$ cat config.mk
export PLATFORM = sky130hd
export DESIGN_NAME = ldpt_timer
export DESIGN_NICKNAME = d
export VERILOG_FILES = /design/src/inc/ldpt_pkg.sv /design/src/inc/ldpt_link_if.sv /design/src/logic/ldpt_tick_gen.sv /design/src/logic/ldpt_term_lut.sv /design/src/logic/ldpt_timer.sv
export SDC_FILE = /design/constraint.sdc
export NUM_CORES = 1
export LEC_CHECK = 0
export ABC_AREA = 1
export ABC_CLOCK_PERIOD_IN_PS = 3150
export BUFFER_PORTS_ARGS = -buffer_cell sky130_fd_sc_hd__buf_2
export CAP_MARGIN = 5
export CELL_PAD_IN_SITES_DETAIL_PLACEMENT = 1
export CELL_PAD_IN_SITES_GLOBAL_PLACEMENT = 1
export CORE_AREA = 8 8 151 153
export DETAILED_ROUTE_END_ITERATION = 8
export DIE_AREA = 0 0 159 161
export PLACE_DENSITY_LB_ADDON = 0.1
export REMOVE_ABC_BUFFERS = 1
export SETUP_SLACK_MARGIN = 0.2
export SLEW_MARGIN = 20
export SYNTH_ARGS = -nofsm -noshare
export SYNTH_HDL_FRONTEND = slang
export SYNTH_SLANG_ARGS = --single-unit
$ cat constraint.sdc
create_clock -name clk_sys -period 3.15 [get_ports clk_sys]
set_input_delay 0.1575 -clock clk_sys [delete_from_list [all_inputs] [get_ports clk_sys]]
set_output_delay 0.1575 -clock clk_sys [all_outputs]
set_load 0.01 [all_outputs]
$ cat src/inc/ldpt_pkg.sv
// Package with addresses, field positions, reset values and timing constants of the timer.
package ldpt_pkg;

	// Byte addresses of the I/O registers.
	localparam logic [15:0] ADDR_COUNT_BYTE0  = 16'h0218; // Lowest counter byte, captures the count.
	localparam logic [15:0] ADDR_COUNT_BYTE1  = 16'h0219; // Bits 15 to 8.
	localparam logic [15:0] ADDR_COUNT_BYTE2  = 16'h021a; // Bits 23 to 16.
	localparam logic [15:0] ADDR_COUNT_BYTE3  = 16'h021b; // Bits 31 to 24.
	localparam logic [15:0] ADDR_STATUS_CTRL  = 16'h021c; // Status and control byte.

	// Field positions inside the status and control byte.
	localparam int unsigned CTRL_IRQ_EN_BIT   = 7;        // Interrupt enable.
	localparam int unsigned CTRL_CLK_SEL_BIT  = 5;        // Count clock select.
	localparam int unsigned CTRL_FLAG_BIT     = 4;        // Wrap event flag.
	localparam int unsigned CTRL_MODE_LSB     = 1;        // Low bit of the mode field.
	localparam int unsigned CTRL_RUN_BIT      = 0;        // Run bit.
	localparam int unsigned MODE_W            = 3;        // Width of the mode field.
	localparam int unsigned BYTE_W            = 8;        // Width of one register byte.
	localparam int unsigned COUNT_BYTES       = 4;        // Bytes in the counter.

	// Reset values.
	localparam logic        RST_IRQ_EN        = 1'h0;     // Interrupt disabled.
	localparam logic        RST_CLK_SEL       = 1'h0;     // 1 MHz count clock.
	localparam logic        RST_FLAG          = 1'h0;     // No event pending.
	localparam logic [2:0]  RST_MODE          = 3'h0;     // Timestamp mode.
	localparam logic        RST_RUN           = 1'h0;     // Counter stopped.
	localparam logic [31:0] RST_COUNT         = 32'h0;    // Power-on count.
	localparam logic [31:0] READ_IDLE         = 32'h0;    // Data of an unmapped read.
	localparam logic [7:0]  RESERVED_ZERO     = 8'h0;     // Reserved bits read as zero.

	// Mode codes and terminal counts of each interval.
	localparam logic [2:0]  MODE_TIMESTAMP    = 3'h0;     // Free run with wrap at all ones.
	localparam logic [31:0] COUNT_ALL_ONES    = 32'hffffffff; // Timestamp terminal count.
	localparam logic [31:0] TERM_RATE_1       = 32'h0000270f; // 100 Hz at 1 MHz.
	localparam logic [31:0] TERM_RATE_2       = 32'h00001387; // 200 Hz at 1 MHz.
	localparam logic [31:0] TERM_RATE_3       = 32'h000007cf; // 500 Hz at 1 MHz.
	localparam logic [31:0] TERM_RATE_4       = 32'h000003e7; // 1000 Hz at 1 MHz.
	localparam logic [31:0] TERM_RATE_5       = 32'h000001f3; // 2000 Hz at 1 MHz.
	localparam logic [31:0] TERM_RATE_6       = 32'h000000c7; // 5000 Hz at 1 MHz.
	localparam logic [31:0] TERM_RATE_7       = 32'h00000063; // 10000 Hz at 1 MHz.

	// Clock rates in hertz; the tick generator is a phase accumulator over the system rate.
	localparam int unsigned SYS_CLK_HZ        = 40_000_000; // System clock.
	localparam int unsigned FAST_COUNT_HZ     = 1_000_000;  // Default count clock.
	localparam int unsigned SLOW_COUNT_HZ     = 32_768;     // Alternative count clock.
	localparam int unsigned PHASE_W           = 27;         // Holds system rate plus one step.
	localparam logic [PHASE_W-1:0] PHASE_MOD  = PHASE_W'(SYS_CLK_HZ);    // Wrap point.
	localparam logic [PHASE_W-1:0] STEP_FAST  = PHASE_W'(FAST_COUNT_HZ); // Step for 1 MHz.
	localparam logic [PHASE_W-1:0] STEP_SLOW  = PHASE_W'(SLOW_COUNT_HZ); // Step for 32.768 kHz.
	localparam logic [PHASE_W-1:0] PHASE_ZERO = '0;                      // Reset phase.

endpackage : ldpt_pkg

$ cat src/inc/ldpt_link_if.sv
// Interface joining the timer core to its tick generator and terminal count table.
`timescale 1ns/1ps
interface ldpt_link_if;
	logic        count_tick; // One-cycle pulse per count clock period.
	logic        slow_sel;   // High selects the 32.768 kHz count clock.
	logic [2:0]  mode;       // Mode field of the control byte.
	logic [31:0] term_value; // Last count value of the current interval.

	modport tickgen (input slow_sel, output count_tick);
	modport lut     (input mode, output term_value);
	modport core    (output slow_sel, output mode, input count_tick, input term_value);
endinterface : ldpt_link_if

$ cat src/logic/ldpt_tick_gen.sv
// Count clock tick generator, a phase accumulator on the system clock.
`timescale 1ns/1ps
module ldpt_tick_gen (
	input wire logic    clk_sys, // System clock, 40 MHz.
	input wire logic    rst,     // Synchronous reset, active high.
	ldpt_link_if.tickgen lnk     // Clock select in, tick out.
);

	// Phase and registered tick form the whole state.
	typedef struct packed {
		logic [ldpt_pkg::PHASE_W-1:0] phase; // Accumulated phase.
		logic                         tick;  // Tick pulse.
	} ldpt_tg_state_t;

	ldpt_tg_state_t st;      // Current state.
	ldpt_tg_state_t next_st; // Next state.

	// The slow count rate does not divide 40 MHz evenly, so the accumulator
	// keeps the long-term rate exact at the cost of one cycle of jitter per tick.
	always_comb begin
		logic [ldpt_pkg::PHASE_W-1:0] sum;
		sum = st.phase + (lnk.slow_sel ? ldpt_pkg::STEP_SLOW : ldpt_pkg::STEP_FAST);
		next_st = st;
		if (sum >= ldpt_pkg::PHASE_MOD) begin
			next_st.phase = sum - ldpt_pkg::PHASE_MOD;
			next_st.tick  = 1'b1;
		end else begin
			next_st.phase = sum;
			next_st.tick  = 1'b0;
		end
		if (rst) begin
			next_st.phase = ldpt_pkg::PHASE_ZERO;
			next_st.tick  = 1'b0;
		end
	end

	// State register.
	always_ff @(posedge clk_sys) begin
		st <= next_st;
	end

	assign lnk.count_tick = st.tick;

endmodule : ldpt_tick_gen

$ cat src/logic/ldpt_term_lut.sv
// Table of terminal counts for each mode code.
`timescale 1ns/1ps
module ldpt_term_lut (
	ldpt_link_if.lut lnk // Mode in, terminal count out.
);

	// The same counts serve both clocks; the slow clock scales every rate by itself.
	always_comb begin
		unique case (lnk.mode)
			3'h0: lnk.term_value = ldpt_pkg::COUNT_ALL_ONES; // Timestamp wraps at all ones.
			3'h1: lnk.term_value = ldpt_pkg::TERM_RATE_1;    // 100 Hz or 3.2768 Hz.
			3'h2: lnk.term_value = ldpt_pkg::TERM_RATE_2;    // 200 Hz or 6.5536 Hz.
			3'h3: lnk.term_value = ldpt_pkg::TERM_RATE_3;    // 500 Hz or 16.384 Hz.
			3'h4: lnk.term_value = ldpt_pkg::TERM_RATE_4;    // 1000 Hz or 32.768 Hz.
			3'h5: lnk.term_value = ldpt_pkg::TERM_RATE_5;    // 2000 Hz or 65.536 Hz.
			3'h6: lnk.term_value = ldpt_pkg::TERM_RATE_6;    // 5000 Hz or 163.84 Hz.
			3'h7: lnk.term_value = ldpt_pkg::TERM_RATE_7;    // 10000 Hz or 327.68 Hz.
		endcase
	end

endmodule : ldpt_term_lut

$ cat src/logic/ldpt_timer.sv
// Long duration and periodic tick timer with its I/O register file.
`timescale 1ns/1ps

module ldpt_timer (
	input  wire logic        clk_sys,      // System clock, 40 MHz.
	input  wire logic        rst,          // Board reset, synchronous, active high.
	input  wire logic        power_on_rst, // Power-on reset, synchronous, active high.
	input  wire logic [15:0] io_addr,      // I/O byte address.
	input  wire logic        io_rd,        // Read strobe, one cycle.
	input  wire logic        io_wr,        // Write strobe, one cycle.
	input  wire logic        io_dword,     // High for a 32-bit access, low for a byte.
	input  wire logic [31:0] io_wdata,     // Write data, bytes in the low lane.
	output logic      [31:0] io_rdata,     // Read data, registered.
	output logic             io_rvalid,    // Read data valid, one-cycle pulse.
	output logic             tick_irq      // Interrupt request, active high level.
);

	// Every flip-flop of the core lives in this one struct.
	typedef struct packed {
		logic [31:0] count;     // Live counter.
		logic [31:0] hold;      // Holding register seen by reads.
		logic        irq_en;    // Interrupt enable.
		logic        slow_sel;  // Count clock select.
		logic        flag;      // Wrap event flag.
		logic [2:0]  mode;      // Mode field.
		logic        run;       // Run bit.
		logic [31:0] rdata;     // Registered read data.
		logic        rvalid;    // Registered read valid.
		logic        irq;       // Registered interrupt request.
	} ldpt_core_state_t;

	ldpt_core_state_t st;      // Current state.
	ldpt_core_state_t next_st; // Next state.

	ldpt_link_if lnk ();       // Links to the tick generator and the table.

	logic at_term;             // Counter has reached the interval's last value.
	logic step;                // Counter advances in this cycle.
	logic wrap;                // Interval ends or the counter rolls over.
	logic ctrl_wr;             // Byte write to the status and control register.
	logic dword_at_base;       // The access is a 32-bit access at the lowest byte.

	// Tick source; it follows the clock select bit held in the core.
	ldpt_tick_gen u_tick_gen (
		.clk_sys (clk_sys),
		.rst     (rst),
		.lnk     (lnk)
	);

	// Terminal count for the selected mode.
	ldpt_term_lut u_term_lut (
		.lnk (lnk)
	);

	// The select and mode fields steer the helpers directly from the register.
	assign lnk.slow_sel = st.slow_sel;
	assign lnk.mode     = st.mode;

	// Status byte as software sees it; the reserved bit reads zero.
	function automatic logic [7:0] status_byte(input ldpt_core_state_t s);
		logic [7:0] b;
		b = ldpt_pkg::RESERVED_ZERO;
		b[ldpt_pkg::CTRL_IRQ_EN_BIT]  = s.irq_en;
		b[ldpt_pkg::CTRL_CLK_SEL_BIT] = s.slow_sel;
		b[ldpt_pkg::CTRL_FLAG_BIT]    = s.flag;
		b[ldpt_pkg::CTRL_MODE_LSB +: ldpt_pkg::MODE_W] = s.mode;
		b[ldpt_pkg::CTRL_RUN_BIT]     = s.run;
		return b;
	endfunction : status_byte

	// Event decode. A greater-or-equal compare is used so that a count preset above
	// the terminal value still returns to zero on the next tick instead of running
	// the whole 32-bit range first.
	always_comb begin
		at_term       = (st.count >= lnk.term_value);
		step          = st.run && lnk.count_tick;
		wrap          = step && at_term;
		ctrl_wr       = io_wr && !io_dword && (io_addr == ldpt_pkg::ADDR_STATUS_CTRL);
		dword_at_base = io_dword && (io_addr == ldpt_pkg::ADDR_COUNT_BYTE0);
	end

	// Next-state logic: counting, register writes, register reads and resets.
	always_comb begin
		next_st = st;

		// Read valid is a one-cycle pulse.
		next_st.rvalid = 1'b0;

		// Counting. In timestamp mode the terminal value is all ones, so the same
		// path gives the rollover to zero.
		if (step) begin
			if (at_term) begin
				next_st.count = ldpt_pkg::RST_COUNT;
			end else begin
				next_st.count = st.count + 32'h1;
			end
		end

		// Counter writes. A write while running is not guarded: software is expected
		// to stop the counter first, and a write here simply wins over the step.
		if (io_wr) begin
			if (dword_at_base) begin
				next_st.count = io_wdata;
			end else if (!io_dword) begin
				for (int k = 0; k < ldpt_pkg::COUNT_BYTES; k++) begin
					if (io_addr == ldpt_pkg::ADDR_COUNT_BYTE0 + 16'(k)) begin
						next_st.count[k*ldpt_pkg::BYTE_W +: ldpt_pkg::BYTE_W] =
							io_wdata[ldpt_pkg::BYTE_W-1:0];
					end
				end
			end
		end

		// Control writes. The flag is only ever cleared by software, never set.
		if (ctrl_wr) begin
			next_st.irq_en   = io_wdata[ldpt_pkg::CTRL_IRQ_EN_BIT];
			next_st.slow_sel = io_wdata[ldpt_pkg::CTRL_CLK_SEL_BIT];
			next_st.mode     = io_wdata[ldpt_pkg::CTRL_MODE_LSB +: ldpt_pkg::MODE_W];
			next_st.run      = io_wdata[ldpt_pkg::CTRL_RUN_BIT];
			if (!io_wdata[ldpt_pkg::CTRL_FLAG_BIT]) begin
				next_st.flag = 1'b0;
			end
		end

		// An event in the same cycle as a clearing write still lands, so the
		// interrupt service routine cannot lose an interval.
		if (wrap) begin
			next_st.flag = 1'b1;
		end

		// Reads. Only a read of the lowest byte, alone or within a dword, refreshes
		// the holding register, so a byte-by-byte read sees one stable count.
		if (io_rd) begin
			next_st.rvalid = 1'b1;
			next_st.rdata  = ldpt_pkg::READ_IDLE;
			if (io_dword) begin
				if (dword_at_base) begin
					next_st.hold  = st.count;
					next_st.rdata = st.count;
				end
			end else begin
				unique case (io_addr)
					ldpt_pkg::ADDR_COUNT_BYTE0: begin
						next_st.hold  = st.count;
						next_st.rdata = {24'h0, st.count[7:0]};
					end
					ldpt_pkg::ADDR_COUNT_BYTE1: begin
						next_st.rdata = {24'h0, st.hold[15:8]};
					end
					ldpt_pkg::ADDR_COUNT_BYTE2: begin
						next_st.rdata = {24'h0, st.hold[23:16]};
					end
					ldpt_pkg::ADDR_COUNT_BYTE3: begin
						next_st.rdata = {24'h0, st.hold[31:24]};
					end
					ldpt_pkg::ADDR_STATUS_CTRL: begin
						next_st.rdata = {24'h0, status_byte(st)};
					end
					default: begin
						next_st.rdata = ldpt_pkg::READ_IDLE;
					end
				endcase
			end
		end

		// Board reset returns the control byte to its defaults but leaves the
		// counter and the holding register alone, so a timestamp survives it.
		if (rst) begin
			next_st.irq_en   = ldpt_pkg::RST_IRQ_EN;
			next_st.slow_sel = ldpt_pkg::RST_CLK_SEL;
			next_st.flag     = ldpt_pkg::RST_FLAG;
			next_st.mode     = ldpt_pkg::RST_MODE;
			next_st.run      = ldpt_pkg::RST_RUN;
			next_st.rdata    = ldpt_pkg::READ_IDLE;
			next_st.rvalid   = 1'b0;
		end

		// Power-on reset clears every core register, the counter included, but not the tick generator.
		if (power_on_rst) begin
			next_st.count    = ldpt_pkg::RST_COUNT;
			next_st.hold     = ldpt_pkg::RST_COUNT;
			next_st.irq_en   = ldpt_pkg::RST_IRQ_EN;
			next_st.slow_sel = ldpt_pkg::RST_CLK_SEL;
			next_st.flag     = ldpt_pkg::RST_FLAG;
			next_st.mode     = ldpt_pkg::RST_MODE;
			next_st.run      = ldpt_pkg::RST_RUN;
			next_st.rdata    = ldpt_pkg::READ_IDLE;
			next_st.rvalid   = 1'b0;
		end

		// The request is computed from the next flag and enable so that the pin
		// changes on the same edge as the bits software can read.
		next_st.irq = next_st.flag && next_st.irq_en;
	end

	// State register; both resets are folded into the next-state logic above.
	always_ff @(posedge clk_sys) begin
		st <= next_st;
	end

	// Outputs come straight from the state register.
	assign io_rdata  = st.rdata;
	assign io_rvalid = st.rvalid;
	assign tick_irq  = st.irq;

endmodule : ldpt_timer

==> impl_results.md <==
* Status: completed
* Post-synth top flop: dfxtp_1
* CP Cell Sequence: inv_2 > ha_1 > ha_2 > nand3_1 > nand2_2 > nand2_1 > and2_4 > ha_1 > inv_1 > nand3_1 > nand2_1 > nand3_1 > nand2_2 > nand2_1 > nand2_4 > nand2_8 > buf_4 > nand3_1 > a21oi_2
* Worst slew margin at 0.5760
* Reg2Reg Depth at 19
* Required @ worst endpoint at 3470 ps
* Distinct cells, synth at 48
* NetSw at 0.001305 W
* Chip height at 161 um
* Setup crit end kind: flip-flop
* Crit. path cell count at 19
* Fillers at 2,735
* CTS sink count at 130
* First-pass GRT wire length at 48.70 mm
* Min cycle time layout at 2810 ps
* Core ar. at 20,560 um^2
* Yosys warning total at 0
* RSZ-0062 raised after global routing: yes
* Largest family of logic cells by synthesized area: simple AND/OR/NAND/NOR gates
* Chip width at ~160 um
* Vias in the first global route at 9,194
* Placer Congestion at slightly below 0.9
* Worst Setup SP: lnk.slow_sel$_SDFFE_PP0P_
* I/O pin cnt at 88
* Worst R2R End: u_tick_gen.st[16]$_SDFF_PP0_
* Mean Syn Cell Area at roughly 6.5 um^2
* Setup-failing EPs final at 0
* Initial Util at 0.4208
* Netlist Area Pre-Place at approximately 8600 um^2
* Crit Path Category: reg -> reg
* Flops & latches, synth at 130
* Worst Hold Class: in -> reg
* Std-Cell Rows at 53
* Antenna violations before repair at 1
* Starting DRT DRC Count at between 400 and 500
* Fmax at between 300 and 400 MHz
* Logic gate share of total power at 0.148
* Post-synthesis simple-gate area fraction at 0.3519
* Clk_skew at ~12 ps
* Setup TNS at 0 ps
* Final worst-path cycle share at 0.8920
* CTS tree: yes
* Drt total wl at 31.29 mm
* Die ar. at around 26,000 um^2
* Largest net degree at the start of global routing at 55
* Crit-path leading delay family: simple AND/OR/NAND/NOR gates
* P per Cell Area at between 400 and 500 nW/um^2
* # diodes at 0
* Adder-cell area share of the yosys netlist at 0.06654
* Origin of the critical flop-to-flop path: lnk.slow_sel$_SDFFE_PP0P_
* P&R area growth vs syn at 17.62%
* Int Pwr at about 0.0032 W
* Max_cap viols at 0
* Global-route usage over all layers at 0.2380
* Crit path arrival time at around 3100 ps
* Most used cell, CP: nand3_1
* Final Net Count at ~1,500
* Peak per-stage delay on the critical path at about 340 ps
* Commonest non-fill, non-tap cell in the layout: nand2_1
* Register share of total power at 0.381
* Most frequent cells in the layout: nand2_1 (356), inv_1 (136), dfxtp_1 (129)
* Clock share of power at 0.472
* EDFF count, synth at 0
* Clock-pin slew on the worst setup and hold paths at roughly 60 ps
* Slew @ Worst Pin at 636.0 ps
* Total gr overflow at 0
* Async SR Flop Fraction at 0
* Slew Viols, Final at 0
* DR vias at around 9,000
* CP Capture Point: u_tick_gen.st[16]$_SDFF_PP0_
* Share of synthesized area spent on multiplexers at 0.001157
* Switching Share at 0.2926
* Drt pass-1 iters at 6
* Via density at ~5.4
* Per-cell routed wire length at about 18 um
* Crit start category: flip-flop
* Hold Vio Cnt, Final at 0
* Worst path bufs/invs at 3
* XOR/XNOR share of the synthesized area at 0.03457
* Clock latency on the worst-skew pair at ~440 ps
* H-tree depth at 4
* CP Max Fanout at 9
* Syn Inst Count at roughly 1,300
* Root Buffer: clkbuf_16
* Hpwl dp at 23.69 mm
* Drt drc at 0
* Crit-path slowest cell: dfxtp_2
* Final design utilization at 0.4949
* R2r setup slk at approximately 340 ps
* Synth Area in Compound Gates at 0.1332
* Antenna Violating Nets Remaining at 0
* Clock Path Buffers at 2
* Sequential fraction of the synthesis area at 0.3009
* Multi-input logic area at approximately 5300 um^2
* CTS buffer count at 17
* Leakage at 4.700 nW
* Layout cells sized above 1 at 0.1748
* Sequential Area at around 2600 um^2
* PortBufs at 87
* VDD IR max at around 0.32 mV
## power groups by stage
stage               sequential, W  clock, W  combinational, W
finish                    0.00170   0.00210          0.000658
global route              0.00170   0.00221          0.000732
CTS                       0.00170   0.00212          0.000628
detailed placement        0.00173         0          0.000600
global placement          0.00173         0          0.000593
floorplan                 0.00172         0          0.000406
## area by class of cell
type	count	area share
well taps	275	0.03382
flip-flops and latches	130	0.2559
clock buffers	18	0.04218
multi-input cells	979	0.5164
repair buffers	133	0.08080
inverters	145	0.05350
clock inverters	14	0.01734
## timing repair
action                     in CTS  in global routing
setup endpoints to repair      19                 19
cloned                          0                  3
buffers inserted                2                  8
resized for setup              11                 16
hold buffers                    0                  0
pin swaps                       1                  7
## registers in the layout, indices dropped and copies added, names as in the netlist
name / count
io_rdata: 32
u_term_lut.lnk.term_value: 11
lnk.slow_sel: 1
tick_irq: 1
u_tick_gen.st: 21
st: 59
u_tick_gen.lnk.count_tick: 1
io_rvalid: 1
lnk.mode: 3
## synth_stat cells (9+ instances only)
library cell / instances / share of area
nand2_2: 22 / 0.016
nand3b_1: 13 / 0.011
buf_4: 32 / 0.028
nand2_1: 359 / 0.16
xor2_1: 25 / 0.025
dfxtp_1: 130 / 0.30
nand4_1: 29 / 0.021
ha_1: 46 / 0.067
or2_2: 9 / 0.0065
a21oi_2: 10 / 0.010
a21oi_1: 123 / 0.071
nand3_1: 113 / 0.065
clkbuf_1: 35 / 0.015
nor2_1: 116 / 0.050
inv_1: 137 / 0.059
o21ai_0: 47 / 0.027
nor3_1: 9 / 0.0052
## how the worst min path moves through the flow
| stage | from | to | cells past startpoint |
|---|---|---|---|
| 2_1_floorplan | rst | u_tick_gen.st[15]$_SDFF_PP0_ | 1 |
| 3_3_place_gp | io_rdata[15]$_SDFFE_PP0P_ | io_rdata[15]$_SDFFE_PP0P_ | 2 |
| 3_5_place_dp | st[54]$_SDFFE_PP0P_ | st[54]$_SDFFE_PP0P_ | 2 |
| 4_1_cts | io_wdata[6] | st[79]$_SDFF_PP0_ | 3 |
| 5_1_grt | io_wdata[6] | st[79]$_SDFF_PP0_ | 3 |
| 6_report | io_wdata[6] | st[79]$_SDFF_PP0_ | 3 |
## stage by stage
| step | area, um^2 | std cells | setup WS (ps) | hold WS (ps) | power [W] |
|---|---|---|---|---|---|
| global route | 10170 | 1694 | 150.5 | 24.23 | 0.004638 |
| detailed placement | 9298 | 1649 | 127.1 | 452.5 | 0.002331 |
| floorplan | 8228 | 1251 | 50.92 | 219.9 | 0.002126 |
| CTS | 10020 | 1683 | 206.6 | 9.614 | 0.004450 |
| global placement | 9298 | 1649 | 236.5 | 448.3 | 0.002322 |
| finish | 10170 | 1694 | 340.1 | 21.37 | 0.004460 |
## per-layer routing
layer / GRT usage / up-vias / part of all wire / wire (um)
met3: 0.03640 / 68 / 0.041 / 1291
met4: 0.09434 / 2 / 0.028 / 884
met1: 0.2803 / 4347 / 0.42 / 13290
met2: 0.4270 / 209 / 0.51 / 15810
met5: 0 / - / 0.00042 / 13
li1: - / 4452 / - / -
## worst min-delay path: stages
cell	delay, ps
buf_2	120
nand2_1	60
a21oi_1	60
## cell families after synthesis
| group | after synthesis |
|---|---|
| adder cells (fa/ha/maj) | 46 |
| AND/OR/NAND/NOR | 689 |
| buffers and inverters | 217 |
| XOR/XNOR | 32 |
| multiplexers | 1 |
| flip-flops | 130 |
| AO/OA/AOI/OAI | 208 |
Power figures use the tool's default switching activity.
